### src/include/wake_cfg_pkg.sv
/*
 Package of constants for the standby wake source configuration block.
 It assumes one 10 MHz core clock and an AXI4-Lite register bus.
*/
package wake_cfg_pkg;
   localparam int          NUM_SRC       = 4;
   localparam int          SRC_STRIDE    = 8;
   localparam int          SEL_LSB       = 4;
   localparam int          STAT_LSB      = 2;
   localparam int          EN_BIT        = 0;
   localparam int          ADDR_W        = 4;
   localparam logic [3:0]  OFF_MODE_CTRL = 4'h0;
   localparam logic [3:0]  OFF_REQ_CLEAR = 4'h4;
   localparam logic [3:0]  OFF_INT_STAT  = 4'h8;
   localparam logic [3:0]  OFF_INT_MASK  = 4'hc;
   localparam logic [2:0]  TRIG_LOW      = 3'h0;
   localparam logic [2:0]  TRIG_HIGH     = 3'h1;
   localparam logic [2:0]  TRIG_FALL     = 3'h2;
   localparam logic [2:0]  TRIG_RISE     = 3'h3;
   localparam logic [2:0]  TRIG_BOTH     = 3'h4;
   localparam logic [2:0]  TRIG_RESET    = 3'h2;
   localparam logic [1:0]  EDGE_NONE     = 2'h0;
   localparam logic [4:0]  CLR_RTC       = 5'h08;
   localparam logic [4:0]  CLR_EXT_SIX   = 5'h09;
   localparam logic [4:0]  CLR_EXT_SEVEN = 5'h0a;
   localparam logic [4:0]  CLR_RC1       = 5'h0b;
   localparam logic [4:0]  CLR_PROHIB    = 5'h0d;
   localparam logic [31:0] CTRL_RESET    = 32'h2020_2020;
   localparam logic [31:0] CTRL_RSVD     = 32'h8282_8282;
   localparam logic [1:0]  RESP_OKAY     = 2'h0;
   localparam logic [1:0]  RESP_SLVERR   = 2'h2;
   typedef enum logic [1:0] {
      WR_COLLECT = 2'b00,
      WR_RESP    = 2'b01
   } wr_state_t;
endpackage

### src/logic/wake_edge_detect.sv
/*
 Level and edge detector for one wake source.
 It assumes the source line is already synchronous to core_clk.
*/
`timescale 1ns/1ps
module wake_edge_detect (
   input  wire logic       core_clk,
   input  wire logic       sys_rst,
   input  wire logic       level,
   input  wire logic [2:0] triggerSelect,
   output logic            hit,
   output logic            rose,
   output logic            fell
);
   import wake_cfg_pkg::*;

   logic prevLevel;

   // Reset loads the present level so that a line already high is not seen as a rise.
   always_ff @(posedge core_clk) begin
      if (sys_rst) begin
         prevLevel <= level;
      end else begin
         prevLevel <= level;
      end
   end

   assign rose = level & ~prevLevel;
   assign fell = ~level & prevLevel;

   always_comb begin
      case (triggerSelect)
         TRIG_LOW:  hit = ~level;
         TRIG_HIGH: hit = level;
         TRIG_FALL: hit = fell;
         TRIG_RISE: hit = rose;
         TRIG_BOTH: hit = rose | fell;
         default:   hit = 1'b0;
      endcase
   end
endmodule

### src/logic/standby_wake_source_config.sv
/*
 Wake source configuration, edge status and request clearing for four
 standby wake sources, with an AXI4-Lite register slave and one interrupt.
 It assumes all inputs are synchronous to core_clk and that the standby
 controller outside samples standbyClearReq.
*/
// The AXI4-Lite register port and the address map were decided locally.
`timescale 1ns/1ps
module standby_wake_source_config (
   input  wire logic                             core_clk,
   input  wire logic                             sys_rst,
   input  wire logic                             remoteRxOneRequest,
   input  wire logic                             externalInputSeven,
   input  wire logic                             externalInputSix,
   input  wire logic                             rtcRequest,
   input  wire logic                             standbyActive,
   output logic                                  standbyClearReq,
   output logic                                  irq,
   input  wire logic [wake_cfg_pkg::ADDR_W-1:0]  awaddr,
   input  wire logic                             awvalid,
   output logic                                  awready,
   input  wire logic [31:0]                      wdata,
   input  wire logic [3:0]                       wstrb,
   input  wire logic                             wvalid,
   output logic                                  wready,
   output logic [1:0]                            bresp,
   output logic                                  bvalid,
   input  wire logic                             bready,
   input  wire logic [wake_cfg_pkg::ADDR_W-1:0]  araddr,
   input  wire logic                             arvalid,
   output logic                                  arready,
   output logic [31:0]                           rdata,
   output logic [1:0]                            rresp,
   output logic                                  rvalid,
   input  wire logic                             rready
);
   import wake_cfg_pkg::*;

   wr_state_t             wrState;
   logic [ADDR_W-1:0]     awAddr;
   logic [31:0]           wData;
   logic [3:0]            wStrb;
   logic                  wrFire;
   logic [2:0]            triggerSelect [NUM_SRC];
   logic [1:0]            edgeStatus    [NUM_SRC];
   logic [NUM_SRC-1:0]    wakeEnable;
   logic [NUM_SRC-1:0]    pending;
   logic [NUM_SRC-1:0]    intMask;
   logic [NUM_SRC-1:0]    srcLevel;
   logic [NUM_SRC-1:0]    hit;
   logic [NUM_SRC-1:0]    rose;
   logic [NUM_SRC-1:0]    fell;
   logic [NUM_SRC-1:0]    wakeEvent;
   logic [NUM_SRC-1:0]    clrHit;
   logic [NUM_SRC-1:0]    w1cHit;
   logic [31:0]           ctrlImage;

   function automatic logic [3:0] wordOf(input logic [ADDR_W-1:0] a);
      wordOf = {a[3:2], 2'b00};
   endfunction

   function automatic logic isMapped(input logic [ADDR_W-1:0] a);
      isMapped = (wordOf(a) == OFF_MODE_CTRL) || (wordOf(a) == OFF_REQ_CLEAR) ||
                 (wordOf(a) == OFF_INT_STAT) || (wordOf(a) == OFF_INT_MASK);
   endfunction

   function automatic logic [NUM_SRC-1:0] clearMask(input logic [4:0] code);
      case (code)
         CLR_RTC:       clearMask = 4'h1;
         CLR_EXT_SIX:   clearMask = 4'h2;
         CLR_EXT_SEVEN: clearMask = 4'h4;
         CLR_RC1:       clearMask = 4'h8;
         default:       clearMask = 4'h0;
      endcase
   endfunction

   // Index 0 is the clock source at the lowest byte, index 3 receiver one at the top.
   assign srcLevel = {remoteRxOneRequest, externalInputSeven, externalInputSix, rtcRequest};

   for (genvar i = 0; i < NUM_SRC; i++) begin : g_src
      wake_edge_detect u_detect (
         .core_clk      (core_clk),
         .sys_rst       (sys_rst),
         .level         (srcLevel[i]),
         .triggerSelect (triggerSelect[i]),
         .hit           (hit[i]),
         .rose          (rose[i]),
         .fell          (fell[i])
      );
   end

   // A source that is disabled never produces an event.
   assign wakeEvent = hit & wakeEnable;

   // The write lands when both address and data are held and no response is pending.
   assign wrFire = (wrState == WR_COLLECT) && !awready && !wready;

   // Prohibited and foreign codes select nothing and so change nothing.
   assign clrHit = (wrFire && wordOf(awAddr) == OFF_REQ_CLEAR && wStrb[0]) ?
                   clearMask(wData[4:0]) : '0;
   assign w1cHit = (wrFire && wordOf(awAddr) == OFF_INT_STAT && wStrb[0]) ?
                   wData[NUM_SRC-1:0] : '0;

   always_comb begin
      ctrlImage = '0;
      for (int i = 0; i < NUM_SRC; i++) begin
         ctrlImage[i*SRC_STRIDE+SEL_LSB +: 3] = triggerSelect[i];
         if (triggerSelect[i] == TRIG_BOTH) begin
            ctrlImage[i*SRC_STRIDE+STAT_LSB +: 2] = edgeStatus[i];
         end
         ctrlImage[i*SRC_STRIDE+EN_BIT] = wakeEnable[i];
      end
   end

   // Write channel.
   always_ff @(posedge core_clk) begin
      if (sys_rst) begin
         wrState <= WR_COLLECT;
         awready <= 1'b1;
         wready  <= 1'b1;
         bvalid  <= 1'b0;
         bresp   <= RESP_OKAY;
         awAddr  <= '0;
         wData   <= '0;
         wStrb   <= '0;
      end else begin
         case (wrState)
            WR_COLLECT: begin
               if (awvalid && awready) begin
                  awready <= 1'b0;
                  awAddr  <= awaddr;
               end
               if (wvalid && wready) begin
                  wready <= 1'b0;
                  wData  <= wdata;
                  wStrb  <= wstrb;
               end
               if (wrFire) begin
                  wrState <= WR_RESP;
                  bvalid  <= 1'b1;
                  bresp   <= isMapped(awAddr) ? RESP_OKAY : RESP_SLVERR;
               end
            end
            WR_RESP: begin
               if (bready) begin
                  wrState <= WR_COLLECT;
                  bvalid  <= 1'b0;
                  awready <= 1'b1;
                  wready  <= 1'b1;
               end
            end
            default: begin
               wrState <= WR_COLLECT;
            end
         endcase
      end
   end

   // Mode control fields; each source owns one byte lane.
   always_ff @(posedge core_clk) begin
      if (sys_rst) begin
         for (int i = 0; i < NUM_SRC; i++) begin
            triggerSelect[i] <= TRIG_RESET;
         end
         wakeEnable <= '0;
      end else if (wrFire && wordOf(awAddr) == OFF_MODE_CTRL) begin
         for (int i = 0; i < NUM_SRC; i++) begin
            if (wStrb[i]) begin
               // The receiver and clock fields hold only rising and falling edge in use.
               triggerSelect[i] <= wData[i*SRC_STRIDE+SEL_LSB +: 3];
               // Enable is taken as written; a field change in the same write is unsafe.
               wakeEnable[i]    <= wData[i*SRC_STRIDE+EN_BIT];
            end
         end
      end
   end

   // Edge status: a fresh edge wins over a clear in the same cycle.
   always_ff @(posedge core_clk) begin
      if (sys_rst) begin
         for (int i = 0; i < NUM_SRC; i++) begin
            edgeStatus[i] <= EDGE_NONE;
         end
      end else begin
         for (int i = 0; i < NUM_SRC; i++) begin
            if (wakeEvent[i] && triggerSelect[i] == TRIG_BOTH) begin
               edgeStatus[i] <= (clrHit[i] ? EDGE_NONE : edgeStatus[i]) |
                                {fell[i], rose[i]};
            end else if (clrHit[i]) begin
               edgeStatus[i] <= EDGE_NONE;
            end
         end
      end
   end

   // Pending requests double as sticky interrupt status.
   always_ff @(posedge core_clk) begin
      if (sys_rst) begin
         pending <= '0;
      end else begin
         pending <= (pending & ~(clrHit | w1cHit)) | wakeEvent;
      end
   end

   always_ff @(posedge core_clk) begin
      if (sys_rst) begin
         intMask <= '0;
      end else if (wrFire && wordOf(awAddr) == OFF_INT_MASK && wStrb[0]) begin
         intMask <= wData[NUM_SRC-1:0];
      end
   end

   always_ff @(posedge core_clk) begin
      if (sys_rst) begin
         irq <= 1'b0;
      end else begin
         irq <= |(pending & intMask);
      end
   end

   // The request is held only in standby; out of standby the event still sets pending.
   always_ff @(posedge core_clk) begin
      if (sys_rst) begin
         standbyClearReq <= 1'b0;
      end else begin
         standbyClearReq <= standbyActive && |wakeEvent;
      end
   end

   // Read channel.
   always_ff @(posedge core_clk) begin
      if (sys_rst) begin
         arready <= 1'b1;
         rvalid  <= 1'b0;
         rdata   <= '0;
         rresp   <= RESP_OKAY;
      end else if (rvalid) begin
         if (rready) begin
            rvalid  <= 1'b0;
            arready <= 1'b1;
         end
      end else if (arvalid && arready) begin
         arready <= 1'b0;
         rvalid  <= 1'b1;
         rresp   <= isMapped(araddr) ? RESP_OKAY : RESP_SLVERR;
         case (wordOf(araddr))
            OFF_MODE_CTRL: rdata <= ctrlImage & ~CTRL_RSVD;
            OFF_INT_STAT:  rdata <= {{(32-NUM_SRC){1'b0}}, pending};
            OFF_INT_MASK:  rdata <= {{(32-NUM_SRC){1'b0}}, intMask};
            default:       rdata <= '0;
         endcase
      end
   end

   for (genvar i = 0; i < NUM_SRC; i++) begin : g_chk

   end
endmodule

### config.mk
export PLATFORM = sky130hd
export DESIGN_NAME = standby_wake_source_config
export DESIGN_NICKNAME = d
export VERILOG_FILES = /design/src/include/wake_cfg_pkg.sv /design/src/logic/wake_edge_detect.sv /design/src/logic/standby_wake_source_config.sv
export SDC_FILE = /design/constraint.sdc
export NUM_CORES = 1
export LEC_CHECK = 0
export BUFFER_PORTS_ARGS = -buffer_cell sky130_fd_sc_hd__buf_2
export CORE_MARGIN = 5
export CORE_UTILIZATION = 40
export DETAILED_ROUTE_END_ITERATION = 10
export SYNTH_ARGS = -nofsm -noshare
export SYNTH_HDL_FRONTEND = slang
export SYNTH_HIERARCHICAL = 1
export SYNTH_SLANG_ARGS = --single-unit
### constraint.sdc
create_clock -name core_clk -period 2.2 [get_ports core_clk]
set_input_delay 0.44 -clock core_clk [delete_from_list [all_inputs] [get_ports core_clk]]
set_output_delay 0.44 -clock core_clk [all_outputs]
set_load 0.01 [all_outputs]
==> out/qor.yml <==
floorplanning:
  die_w_um: 113
  io_pins: 99
  num_rows: 37
  die_area_mm2: 0.0128
  core_mm2: 0.0104
  die_h_um: 113
  start_util_pct: 41.1
yosys:
  synth_edf_count: 20
  seq_area_frac_synth_pct: 49.4
  async_reset_ff_share_pct: 0
  ys.flop_type: "dfxtp_1"
  synthDistinctLibCells: 44
  synth.avg_cell_area_um2: 9.30
  syn-instance-count: 458
  netlist_area_mm2: 0.00426
  ys_ff_latch: 95
  ys_warn_count: 6
layout:
  nNetsFinal: 597
  final_common_cell: "nand2_1"
  syn2layout_area_growth_pct: 17.2
  layout_common_cells: "86 x nand2_1, 75 x dfxtp_1, 72 x buf_2"
  postLayoutCoreUtil_pct: 48.1
  drive_gt1_share_pct: 21.8
  n_antenna_cell: 0
clock_tree:
  cts.sinks: 95
  cts.repair.resized: 0
  cts-buffers-inserted: 9
  cts_root_buffer: "clkbuf_8"
  clk_pin_slew_worst_paths_ns: 0.09
  cts_tree: "built"
  post_cts_buffers: 0
  insertion_delay_ns: 0.35
  hold_buffers: 0
  cts_max_level: 3
  clockBufferDepth: 2
critical_path:
  path_max_fanout: 11
  crit_type: "reg -> reg"
  cpMaxStageDelayCell: "or4_1"
  path_buf_inv: 0
  cp-start-kind: "flip-flop"
  rrSetupSlack_ns: 0.24
  worstPathCellList: "or4_1 -> o31ai_1"
  reg2reg_depth: 2
  arrival_ns: 1.97
  end_kind: "flip-flop"
  reg2reg_from: "wready"
  required_ns: 2.20
  rr_endpoint: "triggerSelect[1][0]"
  crit_family: "simple AND/OR/NAND/NOR gates"
  slowest_delay_ns: 0.76
min_path:
  min_path_type: "in -> reg"
  worstHoldStart: "remoteRxOneRequest"
  min_to: "g_src[3].u_detect/prevLevel"
  worstHoldPathCells: 1
power:
  p_per_area_mw_per_mm2: 677
  vdd_ir_drop_max_mv: 0.346
  leakagePower_nw: 2.05
timing:
  finalWorstSetupSlack_ns: 0.236
  rsz0062_at_grt: "false"
  hold_viol: 0
  setup_viol: 0
  worst_slew_pin_slew_ns: 0.645
  fmax_mhz: 509
  finalSetupTns_ns: 0
  slew_violations: 0
  finClkSkew_ns: 0.00778
  post-route-min-period_ns: 1.96
  fin_crit_sh_pct: 89.3
  maxSlewHeadroom_pct: 56.9
global_routing:
  grt_antenna_before_repair: 0
  grt_pass1_wl_um: 15600
  first_global_vias: 3188
  grt_usage_pct: 14.9
  grt_max_degree: 28
  grt_overflow: 0
routing:
  route.final.wire_length_um: 9610
  first_pass_iters: 4
  viasPerCell: 5.08
  wl_per_cell_um: 14.3
  ant_nets: 0
  drtIter0Drc: 114
  drc: 0
  vias: 3418
placement:
  dp_hpwl_um: 7250
  pre_cts_ws_ns: 0.0287
  port_buffers: 72
  gp_congestion: 0.779
flow_run:
  cap_violations: 0
status:
  status: "finished, final reports clean"
-- final cells by class --
| type | count | area [um2] |
|---|---|---|
| well taps | 136 | 170 |
| multi-input cells | 322 | 1960 |
| repair buffers | 92 | 510 |
| fillers | 1041 | 5380 |
| inverters | 13 | 48.8 |
| clock inverters | 1 | 6.26 |
| flip-flops and latches | 95 | 2100 |
| clock buffers | 14 | 195 |
-- cell families after synthesis --
| group | count (synthesis) | synth area share, % |
|---|---|---|
| other | 1 | 0.0881 |
| DFF | 95 | 49.4 |
| AOI/OAI and AO/OA | 91 | 13.0 |
| buffers and inverters | 49 | 5.35 |
| and+or+nand+nor | 195 | 25.4 |
| muxes | 15 | 3.64 |
| xor gates and xnor gates | 4 | 0.823 |
| adders and majority gates | 8 | 2.35 |
-- synth_stat cells, types with 2 or more instances --
library cell / count / area (um2)
nand3b_1: 7 / 52.6
nor4b_1: 4 / 35.0
edfxtp_1: 20 / 601
nand3_1: 27 / 135
ha_1: 8 / 100
a32oi_1: 2 / 17.5
clkbuf_1: 23 / 86.3
inv_1: 13 / 48.8
nor3_1: 4 / 20.0
dfxtp_1: 75 / 1500
nand2_1: 86 / 323
buf_4: 11 / 82.6
and3b_1: 5 / 43.8
a22oi_1: 2 / 15.0
nor2_1: 5 / 18.8
and2_1: 4 / 25.0
a311o_1: 2 / 20.0
o211ai_1: 4 / 30.0
a21oi_1: 54 / 270
mux2i_1: 11 / 110
mux2_2: 4 / 45.0
nand2b_1: 4 / 25.0
and3_1: 12 / 75.1
nor2b_1: 3 / 18.8
buf_2: 2 / 10.0
o31ai_1: 6 / 45.0
xor2_1: 4 / 35.0
o2bb2ai_1: 8 / 70.1
o22ai_1: 6 / 37.5
nor4_4: 3 / 63.8
nor3b_1: 8 / 60.1
o21ai_0: 4 / 20.0
or3_1: 5 / 31.3
nand4_1: 12 / 75.1
-- power breakdown --
part	switching (mW)	internal [mW]
registers	0.0531	1.84
logic	0.209	0.133
clock network	0.568	0.577
total	0.830	2.55
-- per-stage QoR --
stage	total power, mW	cells	instance area [um2]	hold WS, ns
floorplan	2.15	466	4290	0.431
global placement	2.27	658	4790	0.443
detailed placement	2.27	658	4790	0.446
CTS	3.42	673	4990	0.225
global route	3.53	673	4990	0.235
finish	3.38	673	4990	0.242
-- how the worst max path moves through the flow --
| stage | from | slack (ns) | cells past startpoint | to |
|---|---|---|---|---|
| 2_1_floorplan | externalInputSix | 0.27 | 8 | edgeStatus[1][0] |
| 3_5_place_dp | remoteRxOneRequest | 0.03 | 9 | edgeStatus[3][1] |
| 6_report | wready | 0.24 | 2 | triggerSelect[1][0] |
| 3_3_place_gp | remoteRxOneRequest | 0.04 | 9 | edgeStatus[3][0] |
| 5_1_grt | wready | 0.1 | 3 | edgeStatus[3][1] |
| 4_1_cts | wready | 0.21 | 3 | edgeStatus[3][1] |
-- layer usage --
layer / share of wire, % / GRT usage, % / vias up
li1: - / - / 1766
met1: 51 / 21.3 / 1566
met2: 43 / 22.6 / 76
met3: 5.4 / 3.69 / 10
met4: 0.88 / 3.85 / 0
met5: 0 / 0 / -
-- registers in the layout (all words and copies together), names as in the netlist, 2 cells and up --
register and flops:
g_src.u_detect/prevLevel 4, rdata 25, wakeEnable 4, intMask 4, wData 19, awAddr 2, pending 4, triggerSelect 12
wStrb 4, edgeStatus 8
No activity file was read; power rests on OpenSTA's default activity.
